**src/hw/rcw_pkg.sv**
```systemverilog
// constants shared by the runaway code watchdog
package rcw_pkg;
  localparam logic [15:0] SERVICE_PORT_ADDR = 16'hffff;
  localparam int          PRESCALER_W       = 12;
  localparam int          GUARD_W           = 6;
  localparam int          SVC_CLR_LSB       = 4;      // stages 12..5 are bits 11..4
  localparam int          RESET_LOW_CYCLES  = 32;
  localparam int          POR_CLEAR_CYCLES  = 4096;
  localparam int          LONG_PERIOD       = 262128;
  localparam int          SHORT_PERIOD      = 8176;
  localparam int          CLK_HZ            = 20000000;
  // option latch bit positions and reset value
  localparam int          OPT_DISABLE_BIT   = 0;
  localparam int          OPT_RATE_BIT      = 1;
  localparam int          OPT_STOP_EN_BIT   = 2;
  localparam logic [2:0]  OPT_RESET         = 3'h0;
  localparam logic [7:0]  STATUS_RESET      = 8'h00;
  localparam int          STATUS_GUARD_BIT  = 0;
  localparam int          STATUS_ILLOP_BIT  = 1;
  typedef enum logic [2:0] {
    RCW_RUN   = 3'b001,
    RCW_RESET = 3'b010,
    RCW_HALT  = 3'b100
  } rcw_state_e;
endpackage

```
**src/hw/rcw_sync3.sv**
```systemverilog
// three-stage input synchroniser with agreement filter
`timescale 1ns/1ps
module rcw_sync3 (
  input  wire logic clk_sys,
  input  wire logic rst_n,
  input  wire logic din,
  output logic      dout
);
  logic [2:0] stage_reg;
  logic [2:0] stage_next;
  logic       dout_reg;
  logic       dout_next;

  // stage 0 feeds only stage 1; a change counts once stages 1 and 2 agree
  always_comb begin
    stage_next = {stage_reg[1:0], din};
    dout_next  = (stage_reg[2] == stage_reg[1]) ? stage_reg[2] : dout_reg;
  end

  always_ff @(posedge clk_sys or negedge rst_n) begin
    if (!rst_n) begin
      stage_reg <= 3'h0;
      dout_reg  <= 1'b0;
    end else begin
      stage_reg <= stage_next;
      dout_reg  <= dout_next;
    end
  end

  assign dout = dout_reg;
endmodule

```
**src/hw/rcw_runaway_code_watchdog.sv**
```systemverilog
// runaway code watchdog: prescaler, guard counter, reset pulse and status
// What this block does
// - 6-bit free-running guard counter clocked from a 12-bit crystal prescaler.
// - guard overflow after 262128 or 8176 crystal cycles raises a reset.
// - a write to FFFF clears prescaler stages 12 to 5 and, outside stop mode, the guard counter.
// - guard reset drives reset pin low 32 cycles and sets cause flag.
// - monitor entry with test voltage on irq disables guard while voltage stays.
// - monitor entry from blank vectors disables guard until next power-on reset.
// - during break, test voltage on reset pin disables the guard.
// - stop mode halts guard clocking and clears the prescaler.
// - reading FFFF returns the reset vector low byte, not guard state.
// - power-on logic clears prescaler 4096 crystal cycles after power-up.
// - any internal reset clears prescaler and guard counter.
// - guard enable follows write-once disable option; set means no reset.
// - the guard never raises a cpu interrupt, only resets.
// - guard keeps counting in wait mode and resets on timeout.
// - stop with stop option clear gives illegal opcode reset instead.
// - rate select set gives 8176 cycles, clear gives 262128 cycles.
// - disable bit one disables the guard, zero enables it.
// - every reset clears option bits: enabled, long period.
`timescale 1ns/1ps
module rcw_runaway_code_watchdog #(
  parameter int          POR_CYCLES = rcw_pkg::POR_CLEAR_CYCLES,
  parameter logic [7:0]  VECTOR_LOW = 8'h00   // reset vector low byte, arbitrary
) (
  input  wire logic        clk_sys,
  input  wire logic        rst_n,
  input  wire logic [15:0] bus_addr,
  input  wire logic        bus_wr,
  input  wire logic        bus_rd,
  input  wire logic [7:0]  bus_wdata,
  output logic      [7:0]  bus_rdata,
  input  wire logic        opt_wr,
  input  wire logic [2:0]  opt_wdata,
  input  wire logic        status_rd,
  output logic      [7:0]  reset_status_register,
  input  wire logic        stop_exec,
  input  wire logic        wait_mode,
  input  wire logic        monitor_entry,
  input  wire logic        monitor_blank_vectors,
  input  wire logic        break_active,
  input  wire logic        irq_test_voltage_level,
  input  wire logic        rst_test_voltage_level,
  input  wire logic        stop_wake,
  output logic             reset_pin_n,
  output logic             reset_pin_oe,
  output logic             stop_active,
  output logic [2:0]       option_latch
);
  localparam int CNT_W = $clog2(rcw_pkg::RESET_LOW_CYCLES + 1);
  localparam int POR_W = $clog2(POR_CYCLES + 1);
  // prescaler tap and terminal values: overflow lands 16 crystal cycles ahead
  // of the 64th guard tick, so the totals are 2^18-16 and 2^13-16
  localparam logic [11:0] LONG_TAP   = 12'hfff;
  localparam logic [11:0] LONG_TERM  = 12'hfef;
  localparam logic [6:0]  SHORT_TAP  = 7'h7f;
  localparam logic [6:0]  SHORT_TERM = 7'h6f;

  //////////////////////////////////////////////////////////////////////////
  // synchronise the test voltage detectors, they come from pins
  logic irq_tv;
  logic rst_tv;

  rcw_sync3 u_sync_irq (
    .clk_sys (clk_sys),
    .rst_n   (rst_n),
    .din     (irq_test_voltage_level),
    .dout    (irq_tv)
  );

  rcw_sync3 u_sync_rst (
    .clk_sys (clk_sys),
    .rst_n   (rst_n),
    .din     (rst_test_voltage_level),
    .dout    (rst_tv)
  );

  //////////////////////////////////////////////////////////////////////////
  // state
  rcw_pkg::rcw_state_e            state_reg, state_next;
  logic [rcw_pkg::PRESCALER_W-1:0] presc_reg, presc_next;
  logic [rcw_pkg::GUARD_W-1:0]     guard_reg, guard_next;
  logic [CNT_W-1:0]                low_cnt_reg, low_cnt_next;
  logic [POR_W-1:0]                por_cnt_reg, por_cnt_next;
  logic                            por_done_reg, por_done_next;
  logic [2:0]                      opt_reg, opt_next;
  logic                            opt_locked_reg, opt_locked_next;
  logic [7:0]                      status_reg, status_next;
  logic [7:0]                      rdata_reg, rdata_next;
  logic                            mon_tv_reg, mon_tv_next;
  logic                            mon_blank_reg, mon_blank_next;
  logic                            pin_n_reg, pin_n_next;
  logic                            pin_oe_reg, pin_oe_next;
  logic                            stop_reg, stop_next;

  logic service;
  logic guard_en;
  logic guard_tick;
  logic overflow;
  logic illop;
  logic int_reset;
  logic presc_tap;

  //////////////////////////////////////////////////////////////////////////
  // enables and events
  always_comb begin
    service    = bus_wr && (bus_addr == rcw_pkg::SERVICE_PORT_ADDR);
    illop      = stop_exec && !opt_reg[rcw_pkg::OPT_STOP_EN_BIT];
    // guard steps once per 2^7 or 2^12 crystal cycles
    presc_tap  = opt_reg[rcw_pkg::OPT_RATE_BIT]
                 ? (presc_reg[6:0] == SHORT_TAP)
                 : (presc_reg == LONG_TAP);
    guard_tick = (state_reg == rcw_pkg::RCW_RUN) && por_done_reg && presc_tap;
    guard_en   = !opt_reg[rcw_pkg::OPT_DISABLE_BIT]
                 && !(mon_tv_reg && (irq_tv || rst_tv))
                 && !mon_blank_reg
                 && !(break_active && rst_tv);
    // a held or disabled guard keeps counting; only its overflow is masked
    // last guard value plus terminal prescaler value marks the timeout
    overflow   = (state_reg == rcw_pkg::RCW_RUN) && guard_en
                 && (guard_reg == 6'h3f)
                 && (opt_reg[rcw_pkg::OPT_RATE_BIT]
                     ? (presc_reg[6:0] == SHORT_TERM)
                     : (presc_reg == LONG_TERM));
    int_reset  = overflow || illop;
  end

  //////////////////////////////////////////////////////////////////////////
  // counters, stop handling and reset pulse sequencing
  always_comb begin
    state_next    = state_reg;
    presc_next    = presc_reg + 12'h001;
    guard_next    = guard_reg + {5'h00, guard_tick};
    low_cnt_next  = low_cnt_reg;
    pin_n_next    = 1'b1;
    pin_oe_next   = 1'b0;
    por_cnt_next  = por_cnt_reg;
    por_done_next = por_done_reg;
    if (!por_done_reg) begin
      por_cnt_next = por_cnt_reg + {{(POR_W-1){1'b0}}, 1'b1};
      if (por_cnt_reg == POR_W'(POR_CYCLES - 1)) begin
        por_done_next = 1'b1;
        presc_next    = '0;
      end
    end
    if (service) begin
      presc_next[rcw_pkg::PRESCALER_W-1:rcw_pkg::SVC_CLR_LSB] = '0;
      guard_next = '0;
    end
    case (state_reg)
      rcw_pkg::RCW_RUN: begin
        if (int_reset) begin
          state_next   = rcw_pkg::RCW_RESET;
          low_cnt_next = '0;
          presc_next   = '0;
          guard_next   = '0;
        end else if (stop_exec) begin
          state_next = rcw_pkg::RCW_HALT;
          presc_next = '0;
        end
      end
      rcw_pkg::RCW_RESET: begin
        pin_n_next   = 1'b0;
        pin_oe_next  = 1'b1;
        presc_next   = '0;
        guard_next   = '0;
        low_cnt_next = low_cnt_reg + {{(CNT_W-1){1'b0}}, 1'b1};
        // pin falls one edge after entry, so release once 32 lows are counted
        if (low_cnt_reg == CNT_W'(rcw_pkg::RESET_LOW_CYCLES)) begin
          state_next  = rcw_pkg::RCW_RUN;
          pin_n_next  = 1'b1;
          pin_oe_next = 1'b0;
        end
      end
      rcw_pkg::RCW_HALT: begin
        presc_next = '0;
        guard_next = guard_reg;
        if (stop_wake) begin
          state_next = rcw_pkg::RCW_RUN;
        end
      end
      default: begin
        state_next = rcw_pkg::RCW_RUN;
      end
    endcase
  end

  //////////////////////////////////////////////////////////////////////////
  // option latch and monitor latches
  always_comb begin
    opt_next        = opt_reg;
    opt_locked_next = opt_locked_reg;
    mon_tv_next     = mon_tv_reg;
    mon_blank_next  = mon_blank_reg;
    // write-once: later writes are dropped until the next reset
    if (opt_wr && !opt_locked_reg) begin
      opt_next        = opt_wdata;
      opt_locked_next = 1'b1;
    end
    if (monitor_entry) begin
      mon_tv_next = irq_tv;
      if (monitor_blank_vectors && !irq_tv) begin
        mon_blank_next = 1'b1;
      end
    end
    // the hold ends once neither pin carries the test voltage
    if (mon_tv_reg && !irq_tv && !rst_tv) begin
      mon_tv_next = 1'b0;
    end
    // an internal reset rearms the latch with guard on and long period
    if (state_reg == rcw_pkg::RCW_RESET) begin
      opt_next        = rcw_pkg::OPT_RESET;
      opt_locked_next = 1'b0;
    end
  end

  // rst_n stands for power-on reset; only it clears the blank-vector latch
  always_ff @(posedge clk_sys or negedge rst_n) begin
    if (!rst_n) begin
      opt_reg        <= rcw_pkg::OPT_RESET;
      opt_locked_reg <= 1'b0;
      mon_tv_reg     <= 1'b0;
      mon_blank_reg  <= 1'b0;
    end else begin
      opt_reg        <= opt_next;
      opt_locked_reg <= opt_locked_next;
      mon_tv_reg     <= mon_tv_next;
      mon_blank_reg  <= mon_blank_next;
    end
  end

  //////////////////////////////////////////////////////////////////////////
  // reset status, read data and stop flag
  always_comb begin
    status_next = status_reg;
    rdata_next  = rdata_reg;
    // registered copy of the halt state so the output comes from a flop
    stop_next   = (state_next == rcw_pkg::RCW_HALT);
    if (status_rd) begin
      status_next = rcw_pkg::STATUS_RESET;
    end
    // a cause arriving in the read cycle wins over the clear
    if (overflow) begin
      status_next[rcw_pkg::STATUS_GUARD_BIT] = 1'b1;
    end
    if (illop) begin
      status_next[rcw_pkg::STATUS_ILLOP_BIT] = 1'b1;
    end
    // the service port overlaps the vector, so reads never show guard state
    if (bus_rd && (bus_addr == rcw_pkg::SERVICE_PORT_ADDR)) begin
      rdata_next = VECTOR_LOW;
    end else if (bus_rd) begin
      rdata_next = 8'h00;
    end
  end

  // status survives internal resets so software can tell what happened
  always_ff @(posedge clk_sys or negedge rst_n) begin
    if (!rst_n) begin
      status_reg <= rcw_pkg::STATUS_RESET;
      rdata_reg  <= 8'h00;
      stop_reg   <= 1'b0;
    end else begin
      status_reg <= status_next;
      rdata_reg  <= rdata_next;
      stop_reg   <= stop_next;
    end
  end

  // counters, sequencer and reset pin
  // the pin pair shares this reset so it idles released after power-up
  always_ff @(posedge clk_sys or negedge rst_n) begin
    if (!rst_n) begin
      state_reg    <= rcw_pkg::RCW_RUN;
      presc_reg    <= '0;
      guard_reg    <= '0;
      low_cnt_reg  <= '0;
      por_cnt_reg  <= '0;
      por_done_reg <= 1'b0;
      pin_n_reg    <= 1'b1;
      pin_oe_reg   <= 1'b0;
    end else begin
      state_reg    <= state_next;
      presc_reg    <= presc_next;
      guard_reg    <= guard_next;
      low_cnt_reg  <= low_cnt_next;
      por_cnt_reg  <= por_cnt_next;
      por_done_reg <= por_done_next;
      pin_n_reg    <= pin_n_next;
      pin_oe_reg   <= pin_oe_next;
    end
  end

  //////////////////////////////////////////////////////////////////////////
  // outputs, all straight from flip-flops
  assign bus_rdata             = rdata_reg;
  assign reset_status_register = status_reg;
  assign reset_pin_n           = pin_n_reg;
  assign reset_pin_oe          = pin_oe_reg;
  assign stop_active           = stop_reg;
  assign option_latch          = opt_reg;
endmodule

```
**config.mk**
```make
export PLATFORM = sky130hd
export DESIGN_NAME = rcw_runaway_code_watchdog
export DESIGN_NICKNAME = d
export VERILOG_FILES = /design/src/hw/rcw_pkg.sv /design/src/hw/rcw_sync3.sv /design/src/hw/rcw_runaway_code_watchdog.sv
export SDC_FILE = /design/constraint.sdc
export NUM_CORES = 1
export LEC_CHECK = 0
export BUFFER_PORTS_ARGS = -buffer_cell sky130_fd_sc_hd__buf_2
export CAP_MARGIN = 25
export CORE_ASPECT_RATIO = 1.4
export CORE_MARGIN = 2
export CORE_UTILIZATION = 56
export CTS_BUF_LIST = sky130_fd_sc_hd__clkbuf_8
export DETAILED_ROUTE_END_ITERATION = 7
export PLACE_DENSITY = 0.85
export SLEW_MARGIN = 10
export SYNTH_ARGS = -nofsm -noshare
export SYNTH_HDL_FRONTEND = slang
export SYNTH_SLANG_ARGS = --single-unit
```
**constraint.sdc**
```tcl
create_clock -name clk_sys -period 2.4 [get_ports clk_sys]
set_input_delay 0.12 -clock clk_sys [delete_from_list [all_inputs] [get_ports clk_sys]]
set_output_delay 0.12 -clock clk_sys [all_outputs]
set_load 0.02 [all_outputs]
```
After elaboration in Yosys (flattened, before gate mapping)
Cells that the tools add are included.
{"block": "word_totals", "in_bits": 41, "output_inout_bits": 22, "register_bits": 68, "elab_cells": 110}
{"block": "op_classes", "n_eq_ne": 15, "muxes": 35, "n_addsub": 4, "reduce_logical": 36}
{"op": "two-way mux 12 bit", "count": 4}
{"op": "== test 12 bit, second input constant", "count": 2}
{"op": "two-way mux 8 bit", "count": 3}
{"op": "one-hot mux 12 bit (2 select lines)", "count": 1}
{"op": "two-way mux 3 bit", "count": 6}
{"op": "two-way mux 6 bit", "count": 3}
{"op": "one-hot mux 6 bit (3 select lines)", "count": 1}
{"op": "logical AND 1 bit", "count": 17}
{"op": "== test 16 bit, second input constant", "count": 1}
{"op": "== test 7 bit, second input constant", "count": 2}
{"op": "two-way mux 1 bit", "count": 14}
{"op": "adder 13 x 1 -> 13 bit, second input constant", "count": 1}
{"op": "== test 13 x 12 -> 1 bit, second input constant", "count": 1}
{"op": "adder 12 x 1 -> 12 bit, second input constant", "count": 1}
{"op": "== test 6 bit, second input constant", "count": 2}
{"op": "one-hot mux 6 bit (2 select lines)", "count": 1}
{"op": "nonzero test 2 bit", "count": 6}
{"op": "one-hot mux 3 bit (3 select lines)", "count": 1}
{"op": "zero test 1 bit", "count": 8}
{"op": "adder 6 x 1 -> 6 bit", "count": 1}
{"op": "adder 6 x 1 -> 6 bit, second input constant", "count": 1}
{"op": "== test 3 bit, second input constant", "count": 2}
{"op": "AND reduction 2 bit", "count": 2}
{"op": "== test 3 x 1 -> 1 bit, second input constant", "count": 1}
{"op": "other kinds (6)", "count": 8}

Longest topological paths before layout
{"block": "logic_depth", "ltp_word": 13, "ltp_mapped": 9, "depth_no_buf": 9}

By module
From an unflattened synthesis, not the netlist that was laid out.
{"block": "hier_totals", "hier_cells": 268, "hier_area_um2": 2840.2}
{"mod": "rcw_runaway_code_watchdog", "n_inst": 1, "area_per_inst_um2": 2617.5, "seq_area_each_um2": 1303.8, "cells_each": 258}
{"mod": "rcw_sync3", "n_inst": 2, "area_per_inst_um2": 111.4, "seq_area_each_um2": 100.1, "cells_each": 5}

Worst setup path after synthesis
No wires, ideal clock.
{"block": "synth_timing", "path_type": "register to register", "startpoint": "register state_reg[0]", "endpoint": "register guard_reg[5] in the netlist's numbering", "path_stages_with_launch": 9, "path_buffers": 0, "path_slack_ns": 0.321, "synth_period_minus_slack_ns": 2.079, "arrival_time_ns": 1.958, "setup_time_ns": 0.121, "path_cell_list": "dfstp_2 nand4bb_1 o21ai_1 and4_1 ha_1 nand3_1 or2_2 a41o_2 a22o_1"}
{"block": "synth_between", "elab_chain_len": 7}
{"element": "start: declaration", "line": "rcw_runaway_code_watchdog.sv:80", "source": "rcw_pkg::rcw_state_e state_reg, state_next;"}
{"element": "start signal: assignment", "line": "rcw_runaway_code_watchdog.sv:274", "source": "state_reg <= rcw_pkg::RCW_RUN;"}
{"element": "start signal: assignment", "line": "rcw_runaway_code_watchdog.sv:283", "source": "state_reg <= state_next;"}
{"element": "== test 3 x 1 -> 1 bit", "line": "rcw_runaway_code_watchdog.sv:113, rcw_runaway_code_watchdog.sv:120, rcw_runaway_code_watchdog.sv:150"}
{"element": "logical AND 1 bit, on equally long branches", "line": "rcw_runaway_code_watchdog.sv:113, rcw_runaway_code_watchdog.sv:120"}
{"element": "logical AND 1 bit, on equally long branches", "line": "rcw_runaway_code_watchdog.sv:113, rcw_runaway_code_watchdog.sv:121"}
{"element": "adder 6 x 1 -> 6 bit or logical AND 1 bit (tied branches)", "line": "rcw_runaway_code_watchdog.sv:133, rcw_runaway_code_watchdog.sv:122"}
{"element": "two-way mux 6 bit or logical OR 1 bit (tied branches)", "line": "rcw_runaway_code_watchdog.sv:146, rcw_runaway_code_watchdog.sv:125"}
{"element": "two-way mux 6 bit", "line": "rcw_runaway_code_watchdog.sv:152", "source": "if (int_reset) begin"}
{"element": "one-hot mux 6 bit (3 select lines)", "line": "rcw_runaway_code_watchdog.sv:150", "source": "case (state_reg)"}
{"element": "end signal: assignment", "line": "rcw_runaway_code_watchdog.sv:285", "source": "guard_reg <= guard_next;"}
{"element": "end: declaration", "line": "rcw_runaway_code_watchdog.sv:82", "source": "logic [rcw_pkg::GUARD_W-1:0] guard_reg, guard_next;"}
Several ways; a longest one is shown, not always the timed one.
A chain may end at the register's enable or synchronous reset.

Worst setup path after layout
Same ends and word-level chain as after synthesis.

==> qor.yml <==
outcome:
  status: "completed"
route:
  wl_mm: 5.68
  avgRoutedWirePerCell_um: 14.5
  routed_via_density: 5.38
  antenna_left: 0
  drcViolationCount: 0
  drt_iter0_drc: 180
  firstDrtPassIters: 4
  dr_total_vias: 2115
pwr:
  p_leak_uw: 0.00159
  ir_worst_vdd_mv: 0.469
  power-per-cell-area_mw_per_mm2: 863
placed_design:
  place_hpwl_mm: 4.01
  gp_congestion: 0.831
  portBuffers: 38
  place_area_mm2: 0.00314
  place_inst: 371
timing:
  finalSetupViolations: 0
  hold_viol_final: 0
  finalSetupTns_ns: 0
  fin_crit_sh_pct: 94.4
  max_freq_ghz: 0.441
  slew_viol_final: 0
  clock_skew_ns: 0.0105
  tightest_slew_ns: 0.733
  rsz0062_at_grt: "false"
  slew_headroom_pct: 51.1
  fin_crit_ns: 2.27
worst_setup_path:
  path_cells: "nand4bb_1 > o21ai_1 > and4_1 > ha_1 > nand3_1 > or2_2 > a41o_2 > a22o_1"
  rr_worst_depth: 8
  crit_fanout: 6
  reg2reg_to: "guard_reg[5]$_DFFE_PN0P_"
  worstPathRequired_ns: 2.63
  crit_type: "reg2reg"
  rrSetupSlack_ns: 0.13
  crit_slowest_cell: "dfstp_2"
  cpPeakStageDelay_ns: 0.61
  r2r_start: "state_reg[0]$_DFF_PN1_"
  start_kind: "flop"
  end_kind: "flop"
  cp_data_arrival_time_ns: 2.50
synth:
  ys_types: 53
  avgSynthCellArea_um2: 10.9
  syn-cell-area_mm2: 0.00291
  async_reset_ff_share_pct: 100
  synth-seq-cells: 60
  synth_edf_count: 0
  ys.warnings.count: 0
  synthFlopType: "dfrtp_1"
  synthCells: 267
  synth.yosys.seq_area_share_pct: 51.7
cts:
  cts.sinks: 60
  clk_latency_ns: 0.35
  cts_resized: 0
  h-tree-depth: 3
  cts_tree: "done"
  cts_root_buf: "clkbuf_8"
  cts_made_buffers: 9
  clkTransAtPathRegs_ns: 0.07
  clock_path_buffers: 2
global_route:
  overflow: 0
  grt_max_degree: 34
  grt_use_total_pct: 21.5
  grt_pass1_vias: 2093
  antenna_found_initial: 0
  grt_pass1_wl_mm: 9.33
final_layout:
  layout_common_cells: "58 x dfrtp_1, 38 x buf_2, 19 x nand2_1"
  final_common_cell: "dfrtp_1"
  area_delta_synth_final_pct: 17.7
  largest_reg_flops: 13
  nNetsFinal: 369
  drive_gt1_share_pct: 23.5
  finalInstanceArea_mm2: 0.00342
  n_antenna_cell: 0
  fin_cells: 393
hold_path:
  hold_depth: 2
  hold_start: "stop_wake"
  hp-class: "in2reg"
  min_to: "state_reg[2]$_DFF_PN0_"
floorplan:
  coreArea_mm2: 0.00508
  die_w_um: 64.9
  start_util_pct: 57.3
  std_cell_rows: 31
  dieArea_mm2: 0.00580
  die_h_um: 89.3
  io_pins: 63
flow_run:
  maxCapViolations: 0
## power by group
part	switching [uW]	internal (uW)
combinational	390	282
clock	413	610
sequential	117	1140
## cells by family after synthesis
kind of cell | count (synthesis) | synth area share, %
buffers and inverters | 31 | 6.28
flip-flops | 60 | 51.7
XOR/XNOR | 24 | 7.23
other | 1 | 0.129
AND/OR/NAND/NOR | 111 | 22.4
AO/OA/AOI/OAI | 28 | 7.57
multiplexers | 4 | 1.42
adder cells (fa/ha/maj) | 8 | 3.27
## timing repair
action	CTS	global route
hold buffers	6	0
setup buffers	0	0
hold endpoints to repair	37	0
## cells in the mapped netlist, drive strengths merged, types with 2 or more instances
cell type | instances | area [um^2]
a211oi | 2 | 20.0
a21oi | 2 | 10.0
a22o | 5 | 43.8
a31oi | 2 | 18.8
a41o | 3 | 33.8
and3 | 8 | 50.1
and4 | 2 | 18.8
buf | 18 | 134
dfrtp | 58 | 1450
dfstp | 2 | 52.6
ha | 6 | 75.1
inv | 12 | 45.0
maj3 | 2 | 20.0
mux2i | 3 | 30.0
nand2 | 19 | 71.3
nand2b | 2 | 12.5
nand3 | 18 | 90.1
nand4 | 9 | 56.3
nand4bb | 3 | 33.8
nor2 | 16 | 60.1
nor2b | 5 | 31.3
nor3 | 13 | 65.1
nor3b | 4 | 57.6
nor4 | 6 | 52.6
o21ai | 6 | 30.0
xnor2 | 17 | 149
xor2 | 7 | 61.3
## per-stage QoR
step	util [%]	hold WS, ns	setup WS, ns	total power, uW
after floorplan	-	-0.176	0.321	1760
after detailed placement	61.8	0.219	0.158	1940
final	67.4	0.0154	0.134	2960
after global routing	67.4	0.0277	0.0117	3090
after CTS	67.4	0.0123	0.150	2970
after global placement	61.8	0.210	0.210	1900
## cell type report
cell class | instances | area (um^2)
Timing Repair Buffer | 50 | 295
Sequential cell | 60 | 1500
Fill cell | 383 | 1660
Clock inverter | 6 | 87.6
Multi-Input combinational cell | 189 | 1270
Clock buffer | 10 | 138
Inverter | 12 | 45.0
Tap cell | 66 | 82.6
## routing by layer
layer / track usage [%] / share of wire, % / up-vias
li1: - / - / 1029
met1: 24.7 / 41 / 1022
met2: 37.8 / 52 / 55
met3: 5.16 / 5.4 / 9
met4: 10.1 / 1.2 / 0
met5: 0 / 0 / -
## worst max-delay path: cells and delay by family, from the launching register on
kind / cells / cell delay (ns)
compound gates: 3 / 0.61
simple gates: 4 / 0.76
fa+ha+maj: 1 / 0.17
flops: 1 / 0.61
## how the worst max path moves through the flow
stage          cells past startpoint  slack, ns                        to                   start
4_1_cts                            8       0.15  guard_reg[5]$_DFFE_PN0P_  state_reg[0]$_DFF_PN1_
6_report                           8       0.13  guard_reg[5]$_DFFE_PN0P_  state_reg[0]$_DFF_PN1_
2_1_floorplan                      8       0.32  guard_reg[5]$_DFFE_PN0P_  state_reg[0]$_DFF_PN1_
5_1_grt                            8       0.01  guard_reg[5]$_DFFE_PN0P_  state_reg[0]$_DFF_PN1_
3_5_place_dp                       8       0.16  guard_reg[5]$_DFFE_PN0P_  state_reg[0]$_DFF_PN1_
3_3_place_gp                       8       0.21  guard_reg[5]$_DFFE_PN0P_  state_reg[0]$_DFF_PN1_
Note: power is estimated with default switching activity, not from simulation.
